`src/multifunction_latch_watchdog_pkg.sv`:
```
// How it works
// - Write-only 8-bit latch at 0x2B0; writes set all bits, reads return zero.
// - Bit 0 drives the LCD write strobe, high after reset.
// - Bit 1 drives the LCD command/data select, low after reset.
// - Bit 2 drives the LCD enable line, high after reset.
// - Bits 3, 4, 5 drive EEPROM data, second line, clock; low after reset.
// - Bit 6 is stored, reset low, and drives nothing.
// - Bit 7 drives the watchdog kick, low after reset.
// - Watchdog is off after reset and never resets until enabled.
// - Enabled watchdog needs a kick every 800 ms or it resets the system.
// - Flash disk is claimed through the 64k window D0000 to DFFFF.
// - With only an IDE flash drive fitted, the window is not claimed.
// - Gate jumper open means the watchdog can never reset the system.
// - Jumper picks LCD lines from latch or CPU strobes and address bit 0.
`default_nettype none

package multifunction_latch_watchdog_pkg;

  // Register map, byte addresses
  localparam logic [11:0] LATCH_ADDR  = 12'h2B0;
  localparam logic [11:0] CTRL_ADDR   = 12'h000;
  localparam logic [11:0] STATUS_ADDR = 12'h004;

  // Latch layout and reset value
  localparam int          LCD_WR_BIT   = 0;
  localparam int          LCD_CD_BIT   = 1;
  localparam int          LCD_EN_BIT   = 2;
  localparam int          EE_DATA_BIT  = 3;
  localparam int          EE_SEC_BIT   = 4;
  localparam int          EE_CLK_BIT   = 5;
  localparam int          KICK_BIT     = 7;
  localparam logic [7:0]  LATCH_RESET  = 8'h05;

  // Control register fields
  localparam int          CTRL_WD_EN_BIT    = 0;
  localparam int          CTRL_IDE_ONLY_BIT = 1;

  // Status register fields
  localparam int          STAT_WD_EN_BIT    = 0;
  localparam int          STAT_EXPIRED_BIT  = 1;
  localparam int          STAT_GATE_BIT     = 2;
  localparam int          STAT_RESET_BIT    = 3;

  // Flash window: upper address nibble of the D segment
  localparam logic [3:0]  FLASH_SEG    = 4'hD;

  // AXI responses
  localparam logic [1:0]  RESP_OKAY    = 2'h0;
  localparam logic [1:0]  RESP_SLVERR  = 2'h2;

  // Watchdog timing
  localparam int          CLK_MHZ            = 100;
  localparam int          WD_TIMEOUT_MS      = 800;
  localparam int          WD_TIMEOUT_CYCLES  = WD_TIMEOUT_MS * 1000 * CLK_MHZ;
  localparam int          RESET_PULSE_CYCLES = 16;

endpackage

`default_nettype wire

```
`src/multifunction_latch_watchdog.sv`:
```
`timescale 1ns/1ns
`default_nettype none

module multifunction_latch_watchdog #(
  parameter int TIMEOUT_CYCLES = multifunction_latch_watchdog_pkg::WD_TIMEOUT_CYCLES,
  parameter int PULSE_CYCLES   = multifunction_latch_watchdog_pkg::RESET_PULSE_CYCLES,
  parameter int CNT_W          = 27
) (
  input  wire logic        clk_i,
  input  wire logic        rst_i,
  // AXI4-Lite slave
  input  wire logic [11:0] s_axi_awaddr_i,
  input  wire logic        s_axi_awvalid_i,
  output logic             s_axi_awready_o,
  input  wire logic [31:0] s_axi_wdata_i,
  input  wire logic [3:0]  s_axi_wstrb_i,
  input  wire logic        s_axi_wvalid_i,
  output logic             s_axi_wready_o,
  output logic [1:0]       s_axi_bresp_o,
  output logic             s_axi_bvalid_o,
  input  wire logic        s_axi_bready_i,
  input  wire logic [11:0] s_axi_araddr_i,
  input  wire logic        s_axi_arvalid_i,
  output logic             s_axi_arready_o,
  output logic [31:0]      s_axi_rdata_o,
  output logic [1:0]       s_axi_rresp_o,
  output logic             s_axi_rvalid_o,
  input  wire logic        s_axi_rready_i,
  // Board jumpers
  input  wire logic        watchdog_gate_jumper_i,
  input  wire logic        lcd_source_select_jumper_i,
  // CPU strobes for direct LCD mode
  input  wire logic        cpu_iow_n_i,
  input  wire logic        cpu_ior_n_i,
  input  wire logic        cpu_sa0_i,
  // Host memory cycle for the flash window
  input  wire logic [19:0] mem_addr_i,
  input  wire logic        mem_cycle_i,
  output logic             flash_window_sel_o,
  // Latch driven lines and system reset
  output logic             lcd_write_strobe_o,
  output logic             lcd_cmd_data_select_o,
  output logic             lcd_enable_line_o,
  output logic             eeprom_data_o,
  output logic             eeprom_second_line_o,
  output logic             eeprom_clock_o,
  output logic             watchdog_kick_o,
  output logic             system_reset_o
);
  import multifunction_latch_watchdog_pkg::*;

  localparam logic [CNT_W-1:0] TIMEOUT_LAST = CNT_W'(TIMEOUT_CYCLES - 1);
  localparam logic [4:0]       PULSE_LOAD   = 5'(PULSE_CYCLES);

  // Write channel holding registers
  logic        aw_have_q;
  logic [11:0] awaddr_q;
  logic        w_have_q;
  logic [31:0] wdata_q;
  logic [3:0]  wstrb_q;
  logic        bvalid_q;
  logic [1:0]  bresp_q;
  // Read channel registers
  logic        rvalid_q;
  logic [31:0] rdata_q;
  logic [1:0]  rresp_q;
  // Block state
  logic [7:0]       latch_q;
  logic             wd_en_q;
  logic             ide_only_q;
  logic             expired_q;
  logic             kick_prev_q;
  logic [CNT_W-1:0] cnt_q;
  logic [4:0]       pulse_q;

  // Address decode helper
  function automatic logic addr_hit(input logic [11:0] a, input logic [11:0] reg_addr);
    addr_hit = (a[11:2] == reg_addr[11:2]);
  endfunction

  // Channel handshakes
  wire aw_take  = s_axi_awvalid_i && s_axi_awready_o;
  wire w_take   = s_axi_wvalid_i && s_axi_wready_o;
  wire ar_take  = s_axi_arvalid_i && s_axi_arready_o;
  wire do_write = aw_have_q && w_have_q && !bvalid_q;

  // Write target decode
  wire wr_latch  = do_write && addr_hit(awaddr_q, LATCH_ADDR);
  wire wr_ctrl   = do_write && addr_hit(awaddr_q, CTRL_ADDR);
  wire wr_status = do_write && addr_hit(awaddr_q, STATUS_ADDR);
  wire wr_known  = wr_latch || wr_ctrl || wr_status;

  // Read decode
  wire rd_latch  = addr_hit(s_axi_araddr_i, LATCH_ADDR);
  wire rd_ctrl   = addr_hit(s_axi_araddr_i, CTRL_ADDR);
  wire rd_status = addr_hit(s_axi_araddr_i, STATUS_ADDR);
  wire [31:0] ctrl_word = {30'h0, ide_only_q, wd_en_q};
  wire [31:0] stat_word = {28'h0, system_reset_o, watchdog_gate_jumper_i, expired_q, wd_en_q};
  wire [31:0] rd_word = rd_ctrl ? ctrl_word : (rd_status ? stat_word : 32'h0);
  wire [1:0]  rd_resp = (rd_latch || rd_ctrl || rd_status) ? RESP_OKAY : RESP_SLVERR;

  // Bus outputs
  assign s_axi_awready_o = !aw_have_q && !bvalid_q;
  assign s_axi_wready_o  = !w_have_q && !bvalid_q;
  assign s_axi_bvalid_o  = bvalid_q;
  assign s_axi_bresp_o   = bresp_q;
  assign s_axi_arready_o = !rvalid_q;
  assign s_axi_rvalid_o  = rvalid_q;
  assign s_axi_rdata_o   = rdata_q;
  assign s_axi_rresp_o   = rresp_q;

  // Write address and data capture, response
  always_ff @(posedge clk_i) begin
    if (rst_i) begin
      aw_have_q <= 1'b0;
      w_have_q  <= 1'b0;
      awaddr_q  <= 12'h000;
      wdata_q   <= 32'h0;
      wstrb_q   <= 4'h0;
      bvalid_q  <= 1'b0;
      bresp_q   <= RESP_OKAY;
    end else begin
      if (aw_take) begin
        aw_have_q <= 1'b1;
        awaddr_q  <= s_axi_awaddr_i;
      end
      if (w_take) begin
        w_have_q <= 1'b1;
        wdata_q  <= s_axi_wdata_i;
        wstrb_q  <= s_axi_wstrb_i;
      end
      if (do_write) begin
        aw_have_q <= 1'b0;
        w_have_q  <= 1'b0;
        bvalid_q  <= 1'b1;
        bresp_q   <= wr_known ? RESP_OKAY : RESP_SLVERR;
      end else if (bvalid_q && s_axi_bready_i) begin
        bvalid_q <= 1'b0;
      end
    end
  end

  // Read response
  always_ff @(posedge clk_i) begin
    if (rst_i) begin
      rvalid_q <= 1'b0;
      rdata_q  <= 32'h0;
      rresp_q  <= RESP_OKAY;
    end else if (ar_take) begin
      rvalid_q <= 1'b1;
      rdata_q  <= rd_word;
      rresp_q  <= rd_resp;
    end else if (s_axi_rready_i) begin
      rvalid_q <= 1'b0;
    end
  end

  always_ff @(posedge clk_i) begin
    if (rst_i) begin
      latch_q <= LATCH_RESET;
    end else if (wr_latch && wstrb_q[0]) begin
      latch_q <= wdata_q[7:0];
    end
  end

  // Control register
  always_ff @(posedge clk_i) begin
    if (rst_i) begin
      wd_en_q    <= 1'b0;
      ide_only_q <= 1'b0;
    end else if (wr_ctrl && wstrb_q[0]) begin
      wd_en_q    <= wdata_q[CTRL_WD_EN_BIT];
      ide_only_q <= wdata_q[CTRL_IDE_ONLY_BIT];
    end
  end

  // rising edge of the kick bit
  wire kick_rise = latch_q[KICK_BIT] && !kick_prev_q;
  // counting only when enabled and gated in
  wire wd_armed  = wd_en_q && watchdog_gate_jumper_i;
  wire wd_fire   = wd_armed && !kick_rise && (cnt_q == TIMEOUT_LAST);

  // Watchdog counter
  always_ff @(posedge clk_i) begin
    if (rst_i) begin
      kick_prev_q <= 1'b0;
      cnt_q       <= '0;
    end else begin
      kick_prev_q <= latch_q[KICK_BIT];
      if (!wd_armed || kick_rise || wd_fire) begin
        cnt_q <= '0;
      end else begin
        cnt_q <= cnt_q + 1'b1;
      end
    end
  end

  // Reset pulse and sticky expiry flag, set wins over clear
  always_ff @(posedge clk_i) begin
    if (rst_i) begin
      pulse_q   <= 5'h00;
      expired_q <= 1'b0;
    end else begin
      if (wd_fire) begin
        pulse_q <= PULSE_LOAD;
      end else if (pulse_q != 5'h00) begin
        pulse_q <= pulse_q - 5'h01;
      end
      if (wd_fire) begin
        expired_q <= 1'b1;
      end else if (wr_status && wstrb_q[0] && wdata_q[STAT_EXPIRED_BIT]) begin
        expired_q <= 1'b0;
      end
    end
  end

  assign system_reset_o = (pulse_q != 5'h00);

  assign lcd_write_strobe_o    = lcd_source_select_jumper_i ? cpu_iow_n_i : latch_q[LCD_WR_BIT];
  assign lcd_cmd_data_select_o = lcd_source_select_jumper_i ? cpu_sa0_i : latch_q[LCD_CD_BIT];
  assign lcd_enable_line_o     = lcd_source_select_jumper_i ? cpu_ior_n_i : latch_q[LCD_EN_BIT];
  // EEPROM lines and watchdog kick; bit 6 left unrouted
  assign eeprom_data_o        = latch_q[EE_DATA_BIT];
  assign eeprom_second_line_o = latch_q[EE_SEC_BIT];
  assign eeprom_clock_o       = latch_q[EE_CLK_BIT];
  assign watchdog_kick_o      = latch_q[KICK_BIT];

  assign flash_window_sel_o = mem_cycle_i && !ide_only_q && (mem_addr_i[19:16] == FLASH_SEG);

  // Checks
  property p_latch_write;
    @(posedge clk_i) disable iff (rst_i)
      (wr_latch && wstrb_q[0]) |=> (latch_q == $past(wdata_q[7:0]));
  endproperty
  a_latch_write: assert property (p_latch_write) else $error("latch write lost");

  property p_latch_read_zero;
    @(posedge clk_i) disable iff (rst_i)
      (ar_take && rd_latch) |=> (s_axi_rvalid_o && s_axi_rdata_o == 32'h0);
  endproperty
  a_latch_read_zero: assert property (p_latch_read_zero) else $error("latch read not zero");

  property p_reset_values;
    @(posedge clk_i) disable iff (rst_i)
      $past(rst_i) |-> (latch_q == LATCH_RESET && !wd_en_q && !system_reset_o);
  endproperty
  a_reset_values: assert property (p_reset_values) else $error("bad latch reset value");

  property p_wd_off;
    @(posedge clk_i) disable iff (rst_i)
      $rose(system_reset_o) |-> $past(wd_en_q, 1);
  endproperty
  a_wd_off: assert property (p_wd_off) else $error("reset while watchdog off");

  property p_timeout_pulse;
    @(posedge clk_i) disable iff (rst_i)
      wd_fire |=> system_reset_o [*4] ##1 expired_q;
  endproperty
  a_timeout_pulse: assert property (p_timeout_pulse) else $error("no reset after timeout");

  property p_gate_open;
    @(posedge clk_i) disable iff (rst_i)
      !watchdog_gate_jumper_i |-> (!wd_fire && cnt_q == '0) or $past(watchdog_gate_jumper_i);
  endproperty
  a_gate_open: assert property (p_gate_open) else $error("watchdog ran with gate open");

  property p_kick_restart;
    @(posedge clk_i) disable iff (rst_i)
      $rose(latch_q[KICK_BIT]) |=> (cnt_q == '0) && !$rose(system_reset_o) ##1
                                   (cnt_q <= CNT_W'(1));
  endproperty
  a_kick_restart: assert property (p_kick_restart) else $error("kick did not restart");

  property p_window;
    @(posedge clk_i) disable iff (rst_i)
      flash_window_sel_o |-> (mem_addr_i[19:16] == FLASH_SEG && mem_cycle_i);
  endproperty
  a_window: assert property (p_window) else $error("window claimed outside D segment");

  property p_ide_only;
    @(posedge clk_i) disable iff (rst_i)
      ide_only_q |-> !flash_window_sel_o;
  endproperty
  a_ide_only: assert property (p_ide_only) else $error("window claimed in IDE-only mode");

  property p_lcd_mux;
    @(posedge clk_i) disable iff (rst_i)
      lcd_source_select_jumper_i |-> (lcd_write_strobe_o == cpu_iow_n_i &&
                                      lcd_cmd_data_select_o == cpu_sa0_i);
  endproperty
  a_lcd_mux: assert property (p_lcd_mux) else $error("LCD lines not from CPU");

  property p_bvalid_hold;
    @(posedge clk_i) disable iff (rst_i)
      (s_axi_bvalid_o && !s_axi_bready_i) |=> s_axi_bvalid_o;
  endproperty
  a_bvalid_hold: assert property (p_bvalid_hold) else $error("bvalid dropped early");

endmodule // multifunction_latch_watchdog

`default_nettype wire

```
`config.mk`:
```
export PLATFORM = sky130hd
export DESIGN_NAME = multifunction_latch_watchdog
export DESIGN_NICKNAME = d
export VERILOG_FILES = /design/src/multifunction_latch_watchdog_pkg.sv /design/src/multifunction_latch_watchdog.sv
export SDC_FILE = /design/constraint.sdc
export NUM_CORES = 1
export LEC_CHECK = 0
export BUFFER_PORTS_ARGS = -buffer_cell sky130_fd_sc_hd__buf_4
export CAP_MARGIN = 5
export CORE_ASPECT_RATIO = 0.6
export CORE_MARGIN = 2
export CORE_UTILIZATION = 45
export DETAILED_ROUTE_END_ITERATION = 6
export PLACE_DENSITY = 0.82
export SETUP_SLACK_MARGIN = 0.02
export SLEW_MARGIN = 20
export SYNTH_ARGS = -nofsm -noshare
export SYNTH_HDL_FRONTEND = slang
export SYNTH_SLANG_ARGS = --single-unit
```
`constraint.sdc`:
```
create_clock -name clk_i -period 3 [get_ports clk_i]
set_clock_uncertainty 0.2 [all_clocks]
set_input_delay 0.9 -clock clk_i [delete_from_list [all_inputs] [get_ports clk_i]]
set_output_delay 0.9 -clock clk_i [all_outputs]
set_load 0.02 [all_outputs]
```
==> load_flow_metrics.sql, run 1 <==
INSERT INTO impl_metrics (metric_group, metric, value, unit) VALUES
('outcome', 'status', 'complete, no violations', ''),
('die', 'top_level_ports', '143', ''),
('cts', 'max_root_sink_buffers', '2', ''),
('global_routing', 'globalRouteTotalUtil', '0.201', ''),
('layout', 'layout.cells.most_common', 'dfxtp_1', ''),
('sta', 'slew_viol_final', '0', ''),
('worst_setup_path', 'endpoint', 'system_reset_o', ''),
('drt', 'routed_wirelength', '7880', 'um'),
('logic_synthesis', 'ys.warnings.count', '0', ''),
('worst_setup_path', 'r2r-end', 'cnt_q[26]', ''),
('cts', 'post_cts.resized_instances', '0', ''),
('global_routing', 'largest_net_degree_at_the_start_of_global_routing', '42', ''),
('cts', 'tritoncts_num_sinks', '71', ''),
('cts', 'cts_tree', 'built', ''),
('sta', 'final.setup.tns', '0', 'ns'),
('cts', 'post_cts.repair.setup_buffers', '0', ''),
('worst_hold_path', 'worst_hold_path_type', 'reg -> reg', ''),
('sta', 'max_freq', '367', 'MHz'),
('logic_synthesis', 'synth_area_per_cell', '8.28', 'sq um'),
('logic_synthesis', 'async_reset_ff_frac', '0', ''),
('die', 'core_area', '0.00718', 'sq mm'),
('worst_setup_path', 'cp_data_arrival_time', '1.62', 'ns'),
('drt', 'route.detailed.drc', '0', ''),
('worst_setup_path', 'crit_required', '1.90', 'ns'),
('sta', 'min_period_over_period', '0.907', ''),
('global_routing', 'grt_overflow', '0', ''),
('placement', 'numPlacedInstances', '540', ''),
('placement', 'port_buffers', '64', ''),
('layout', 'area_of_the_multi_input_gates', '0.00163', 'sq mm'),
('drt', 'post_drt_via_cell_ratio', '5.41', ''),
('logic_synthesis', 'ys_seq_elements', '71', ''),
('placement', 'place.detailed.hpwl', '5660', 'um'),
('cts', 'buffer_type_at_the_clock_tree_root', 'clkbuf_16', ''),
('logic_synthesis', 'netlist.area_leader.share', '0.432', ''),
('global_routing', 'first_pass_grt_wire_length', '12700', 'um'),
('worst_setup_path', 'worst_setup_path_start_kind', 'flip-flop', ''),
('worst_setup_path', 'worst_r2r_path_depth', '5', ''),
('sta', 'rsz0062_at_grt', 'false', ''),
('drt', 'drt.antenna.violating_nets', '0', ''),
('drt', 'drt_first_iter_violations', '268', ''),
('global_routing', 'grt_antenna_before_repair', '0', ''),
('worst_setup_path', 'worst_setup_path_end_kind', 'primary output', ''),
('cts', 'clk-insertion-delay-late', '0.33', 'ns'),
('die', 'floorplan.initialDensity', '0.458', ''),
('layout', 'commonest_cells_after_routing_fill_and_taps_aside', 'dfxtp_1 (71), buf_4 (69), nand2_1 (48)', ''),
('placement', 'weighted_congestion_reported_at_the_end_of_routability_driven_placement', '0.836', ''),
('layout', 'synthToLayoutAreaGrowth', '23.1', '%'),
('logic_synthesis', 'top_cells_by_area_in_the_synthesized_netlist', 'dfxtp_1 (43%), buf_4 (6.8%), a21oi_1 (6.4%), nand2_1 (5.5%), xnor2_1 (3.7%)', ''),
('job', 'cap_violations', '0', ''),
('die', 'fp.dieH', '70.2', 'um'),
('logic_synthesis', 'synth_enable_flop_cells', '0', ''),
('worst_setup_path', 'worstSetupStartpoint', 'pulse_q[0]', ''),
('logic_synthesis', 'syn-cell-area', '0.00329', 'sq mm'),
('cts', 'htreeDepth', '3', ''),
('worst_setup_path', 'timing.critical_path.fanout_max', '5', ''),
('sta', 'finalHoldViolations', '0', ''),
('power_and_ir_drop', 'max-vdd-ir-drop', '0.242', 'mV'),
('sta', 'setup_violators_final', '0', ''),
('drt', 'drt-wirelength-per-cell', '14.2', 'um'),
('power_and_ir_drop', 'leakage', '1.50', 'nW'),
('worst_setup_path', 'r2r_slack', '0.50', 'ns'),
('cts', 'path_clk_slew', '0.06', 'ns'),
('worst_setup_path', 'critical_path.reg2reg.startpoint', 'cnt_q[0]', ''),
('global_routing', 'first_global_vias', '2707', ''),
('logic_synthesis', 'synth_largest_area_cell', 'dfxtp_1', ''),
('drt', 'drt-pass1-iter-count', '4', ''),
('layout', 'seqCellArea', '0.00142', 'sq mm'),
('layout', 'design.final.nets', '555', ''),
('sta', 'worst_case_headroom_to_the_max_slew_limit', '0.395', ''),
('logic_synthesis', 'synthFlopType', 'dfxtp_1', ''),
('die', 'num_rows', '24', '');
[flip-flops by register name, indices dropped and copies added, names as in the netlist, 4 cells and up]
register / count
cnt_q: 27
latch_q: 7
wdata_q: 7
pulse_q: 5
awaddr_q: 10
s_axi_rdata_o: 4
[per-stage QoR]
step           hold slack [ns]   util  instance area, sq um  setup WS (ns)  power [W]
5_1_grt                  0.280  0.564                  4050          0.140    0.00260
6_report                 0.254  0.564                  4050          0.279    0.00251
2_1_floorplan            0.229      -                  3400          0.304    0.00130
4_1_cts                  0.255  0.564                  4050          0.270    0.00252
3_5_place_dp             0.247  0.521                  3740          0.357    0.00141
3_3_place_gp             0.239  0.521                  3740          0.337    0.00139
[Yosys cell counts, types with 3 or more instances]
| master | instances |
|---|---|
| a21oi_1 | 42 |
| and4_1 | 3 |
| buf_4 | 30 |
| clkbuf_1 | 15 |
| dfxtp_1 | 71 |
| inv_1 | 15 |
| mux2_2 | 4 |
| nand2_1 | 48 |
| nand2b_1 | 3 |
| nand3_1 | 21 |
| nand4_1 | 8 |
| nor2_1 | 27 |
| nor3_1 | 12 |
| nor4_1 | 8 |
| o21ai_0 | 18 |
| o31ai_1 | 5 |
| or3_1 | 6 |
| or3_2 | 3 |
| or4_1 | 8 |
| xnor2_1 | 14 |
[how the worst min path moves through the flow]
stage	to	start	cells after the start	slack (ns)
after floorplan	cnt_q[0]	cnt_q[0]	1	0.23
after global placement	cnt_q[0]	cnt_q[0]	1	0.24
after detailed placement	awaddr_q[8]	awaddr_q[8]	2	0.25
after CTS	awaddr_q[8]	awaddr_q[8]	2	0.25
after global routing	latch_q[3]	wdata_q[3]	2	0.28
final	awaddr_q[8]	awaddr_q[8]	2	0.25
[worst max-delay path: stages, from the launching register on]
cell and delay, ns:
dfxtp_1 0.31, inv_1 0.08, ha_1 0.23, nor4b_1 0.26, buf_4 0.19, inv_1 0.07
buf_4 0.16
[report_power, final]
part	total (W)	leakage (nW)	internal [W]	switching [W]
Clock	0.00112	0.151	0.000721	0.000399
Combinational	0.000369	0.767	0.000163	0.000206
Sequential	0.00102	0.577	0.000987	0.0000355
Total	0.00251	1.50	0.00187	0.000641
[logic make-up (layout without fill, tap and decap cells)]
logic type,after synthesis,count (layout),share of synthesized area
XOR/XNOR,16,16,0.0426
buffers and inverters,61,99,0.106
multiplexers,5,5,0.0167
AND/OR/NAND/NOR,164,164,0.260
adder cells (fa/ha/maj),2,2,0.00761
flip-flops,71,71,0.432
other,1,30,0.00114
AO/OA/AOI/OAI,77,77,0.134
[layout make-up]
type,count,share of cell area
Multi-Input combinational cell,294,0.402
Tap cell,91,0.0281
Sequential cell,71,0.351
Clock inverter,6,0.0213
Timing Repair Buffer,69,0.128
Clock buffer,9,0.0556
Inverter,15,0.0139
[layer usage]
layer	global-route usage	part of all wire
met1	0.274	0.47
met2	0.308	0.45
met3	0.0712	0.065
met4	0.0488	0.014
met5	0	0
Note: power is estimated with default switching activity, not from simulation.
==> run 2: changes to the inputs <==
Settings changed: ABC_AREA set to 1, PLACE_DENSITY 0.82 to 0.81.
==> run 2 against run 1 <==
  * Clock-buffer cell count unchanged
  * Sequential power about the same
  * Register-to-register slack better by 0.60 ns
  * Global-route usage shrank 0.95 points
  * Total power is 6.5% higher
  * Largest cell class unchanged
==> load_flow_metrics.sql, run 2 <==
INSERT INTO impl_metrics (metric_group, metric, value, unit) VALUES
('outcome', 'status', 'complete, no violations', ''),
('logic_synthesis', 'netlist.area_leader.share', '0.384', ''),
('power_and_ir_drop', 'clock_power_share', '0.450', ''),
('die', 'num_rows', '25', ''),
('worst_setup_path', 'worst_setup_path_start_kind', 'primary input', ''),
('layout', 'max_reg_flops', '27', ''),
('layout', 'drive_above_1_share', '0.176', ''),
('global_routing', 'grt_antenna_before_repair', '0', ''),
('logic_synthesis', 'ys.warnings.count', '0', ''),
('power_and_ir_drop', 'max-vdd-ir-drop', '0.320', 'mV'),
('logic_synthesis', 'synth_seq_area_share', '0.384', ''),
('sta', 'finalHoldViolations', '0', ''),
('logic_synthesis', 'synth_area_per_cell', '6.81', 'sq um'),
('worst_setup_path', 'critical_path.slowest_cell', 'mux2_2', ''),
('layout', 'synthToLayoutAreaGrowth', '21.0', '%'),
('placement', 'weighted_congestion_reported_at_the_end_of_routability_driven_placement', '0.918', ''),
('cts', 'post_cts.repair.setup_buffers', '0', ''),
('cts', 'buffer_type_at_the_clock_tree_root', 'clkbuf_16', ''),
('job', 'cap_violations', '0', ''),
('power_and_ir_drop', 'switching_share', '0.261', ''),
('placement', 'numPlacedInstances', '708', ''),
('cts', 'htreeDepth', '3', ''),
('logic_synthesis', 'synthCells', '544', ''),
('worst_setup_path', 'path_buf_inv', '2', ''),
('worst_setup_path', 'cp_data_arrival_time', '1.50', 'ns'),
('layout', 'stdcell_count', '723', ''),
('layout', 'commonest_cells_after_routing_fill_and_taps_aside', 'nor2_1 (132), nand2_1 (119), dfxtp_1 (71)', ''),
('global_routing', 'first_global_vias', '3104', ''),
('worst_setup_path', 'crit_type', 'in -> out', ''),
('layout', 'area_of_the_multi_input_gates', '0.00187', 'sq mm'),
('drt', 'drt-pass1-iter-count', '5', ''),
('sta', 'slew_viol_final', '0', ''),
('sta', 'hold_slack', '0.275', 'ns'),
('logic_synthesis', 'synth_enable_flop_cells', '0', ''),
('worst_setup_path', 'critical-path-top-cell-by-count', 'buf_4', ''),
('layout', 'insertedDiodeCount', '0', ''),
('sta', 'max_freq', '384', 'MHz'),
('placement', 'place.detailed.hpwl', '6260', 'um'),
('power_and_ir_drop', 'leakage', '1.91', 'nW'),
('layout', 'design.final.nets', '706', ''),
('worst_setup_path', 'worst_r2r_path_depth', '8', ''),
('cts', 'cts_tree', 'built', ''),
('cts', 'path_clk_slew', '0.05', 'ns'),
('sta', 'final.setup.tns', '0', 'ns'),
('global_routing', 'globalRouteTotalUtil', '0.192', ''),
('drt', 'post_drt_via_cell_ratio', '4.66', ''),
('die', 'top_level_ports', '143', ''),
('layout', 'fillerInstances', '723', ''),
('die', 'floorplan.initialDensity', '0.468', ''),
('worst_setup_path', 'crit_required', '1.90', 'ns'),
('drt', 'drt-wirelength-per-cell', '11.6', 'um'),
('worst_setup_path', 'worst_setup_path_end_kind', 'primary output', ''),
('global_routing', 'largest_net_degree_at_the_start_of_global_routing', '35', ''),
('worst_hold_path', 'worst_hold_path_type', 'reg -> reg', ''),
('cts', 'post_cts.resized_instances', '0', ''),
('die', 'core_area', '0.00791', 'sq mm'),
('cts', 'clk-insertion-delay-late', '0.33', 'ns'),
('layout', 'seqCellArea', '0.00142', 'sq mm'),
('logic_synthesis', 'syn-cell-area', '0.00370', 'sq mm'),
('drt', 'drt_first_iter_violations', '191', ''),
('logic_synthesis', 'async_reset_ff_frac', '0', ''),
('sta', 'setup_violators_final', '0', ''),
('layout', 'largest_register', 'cnt_q', ''),
('sta', 'min_period_over_period', '0.867', ''),
('logic_synthesis', 'yosys-top-cells-count', 'nor2_1 (132), nand2_1 (119), dfxtp_1 (71)', ''),
('cts', 'max_root_sink_buffers', '2', ''),
('placement', 'port_buffers', '64', ''),
('logic_synthesis', 'synth_cell_types', '35', ''),
('cts', 'hold_buffers', '0', ''),
('power_and_ir_drop', 'cell_internal_pwr', '0.00198', 'W'),
('drt', 'drt.antenna.violating_nets', '0', ''),
('cts', 'cts_buffers', '9', ''),
('drt', 'detailed_route_via_count', '3369', ''),
('sta', 'period_needed', '2.60', 'ns'),
('worst_setup_path', 'path_cells', 'buf_4 > mux2_2 > buf_4', ''),
('power_and_ir_drop', 'power.combinational.fraction', '0.160', ''),
('layout', 'largest_registers', 'cnt_q: 27 flops, awaddr_q: 10 flops', ''),
('sta', 'rsz0062_at_grt', 'false', ''),
('worst_setup_path', 'timing.critical_path.max_delay_family', 'multiplexers', ''),
('worst_hold_path', 'worstHoldPathCells', '2', ''),
('cts', 'tritoncts_num_sinks', '71', ''),
('die', 'die_area', '0.00899', 'sq mm'),
('layout', 'layout.cells.most_common', 'nor2_1', ''),
('logic_synthesis', 'synth_largest_area_cell', 'dfxtp_1', ''),
('logic_synthesis', 'synthFlopType', 'dfxtp_1', ''),
('worst_setup_path', 'worst_path_largest_cell_delay', '0.34', 'ns'),
('worst_setup_path', 'timing.critical_path.fanout_max', '4', ''),
('worst_setup_path', 'worst-path-stages', '3', ''),
('die', 'fp.dieH', '74.3', 'um'),
('logic_synthesis', 'top_cells_by_area_in_the_synthesized_netlist', 'dfxtp_1 (38%), nor2_1 (13%), nand2_1 (12%), buf_4 (6.1%), inv_1 (6.0%)', ''),
('drt', 'routed_wirelength', '8370', 'um'),
('global_routing', 'first_pass_grt_wire_length', '13700', 'um'),
('drt', 'route.detailed.drc', '0', ''),
('logic_synthesis', 'post-synth-top-count-cell', 'nor2_1', ''),
('die', 'floorplan.die.width', '121', 'um'),
('power_and_ir_drop', 'switching_power', '0.000699', 'W'),
('global_routing', 'grt_overflow', '0', ''),
('logic_synthesis', 'ys_seq_elements', '71', ''),
('power_and_ir_drop', 'powerDensity', '597', 'mW/mm^2'),
('power_and_ir_drop', 'seqPwrFrac', '0.389', '');
## run 2: worst reg2reg max path, stage by stage, from the launching register on
cell	delay, ns
dfxtp_1	0.40
ha_1	0.28
nand3_4	0.13
inv_2	0.09
nand2_4	0.07
nor2_4	0.12
nand2_2	0.07
nand3_4	0.29
nor2_1	0.12
## run 2: area by class of cell
| type | instances | area share |
|---|---|---|
| multi-input combinational | 402 | 0.417 |
| tap | 108 | 0.0302 |
| inverter | 62 | 0.0520 |
| clock buffer | 9 | 0.0503 |
| clock inverter | 6 | 0.0246 |
| sequential | 71 | 0.317 |
| timing repair buffer | 65 | 0.109 |
## run 2: worst paths after layout
check	startpoint	slack, ns	to
worst min register to register	s_axi_rdata_o[3]	0.28	s_axi_rdata_o[3]
worst min-delay path	s_axi_rdata_o[3]	0.28	s_axi_rdata_o[3]
worst max register to register	cnt_q[0]	1.10	cnt_q[18]
worst max-delay path	lcd_source_select_jumper_i	0.40	lcd_write_strobe_o
## run 2: per-layer routing
layer,share of wire,track usage
met1,0.50,0.265
met2,0.43,0.290
met3,0.064,0.0637
met4,0.0080,0.0530
met5,0,0
## run 2: cell families (layout without fill, tap and decap cells)
| family | after synthesis | count (layout) | synth area share |
|---|---|---|---|
| multiplexers | 2 | 2 | 0.00608 |
| buffers and inverters | 100 | 142 | 0.142 |
| flip-flops | 71 | 71 | 0.384 |
| other | 1 | 30 | 0.00101 |
| AND/OR/NAND/NOR | 313 | 313 | 0.365 |
| adder cells (fa/ha/maj) | 2 | 2 | 0.00676 |
| AO/OA/AOI/OAI | 37 | 37 | 0.0527 |
| XOR/XNOR | 18 | 18 | 0.0426 |
## run 2: power by group through the flow
stage                     Sequential, W  Combinational (W)  Clock, W
final                           0.00104           0.000429   0.00120
after global routing            0.00105           0.000484   0.00126
after CTS                       0.00104           0.000432   0.00121
after detailed placement        0.00106           0.000429         0
after global placement          0.00106           0.000410         0
after floorplan                 0.00106           0.000321         0
## run 2: per-stage QoR
step | util | instance area (sq um) | setup slack, ns | power [W]
4_1_cts | 0.566 | 4480 | 0.401 | 0.00269
2_1_floorplan | - | 3810 | 0.389 | 0.00138
5_1_grt | 0.566 | 4480 | 0.314 | 0.00279
6_report | 0.566 | 4480 | 0.399 | 0.00268
3_5_place_dp | 0.523 | 4140 | 0.410 | 0.00149
3_3_place_gp | 0.523 | 4140 | 0.429 | 0.00147
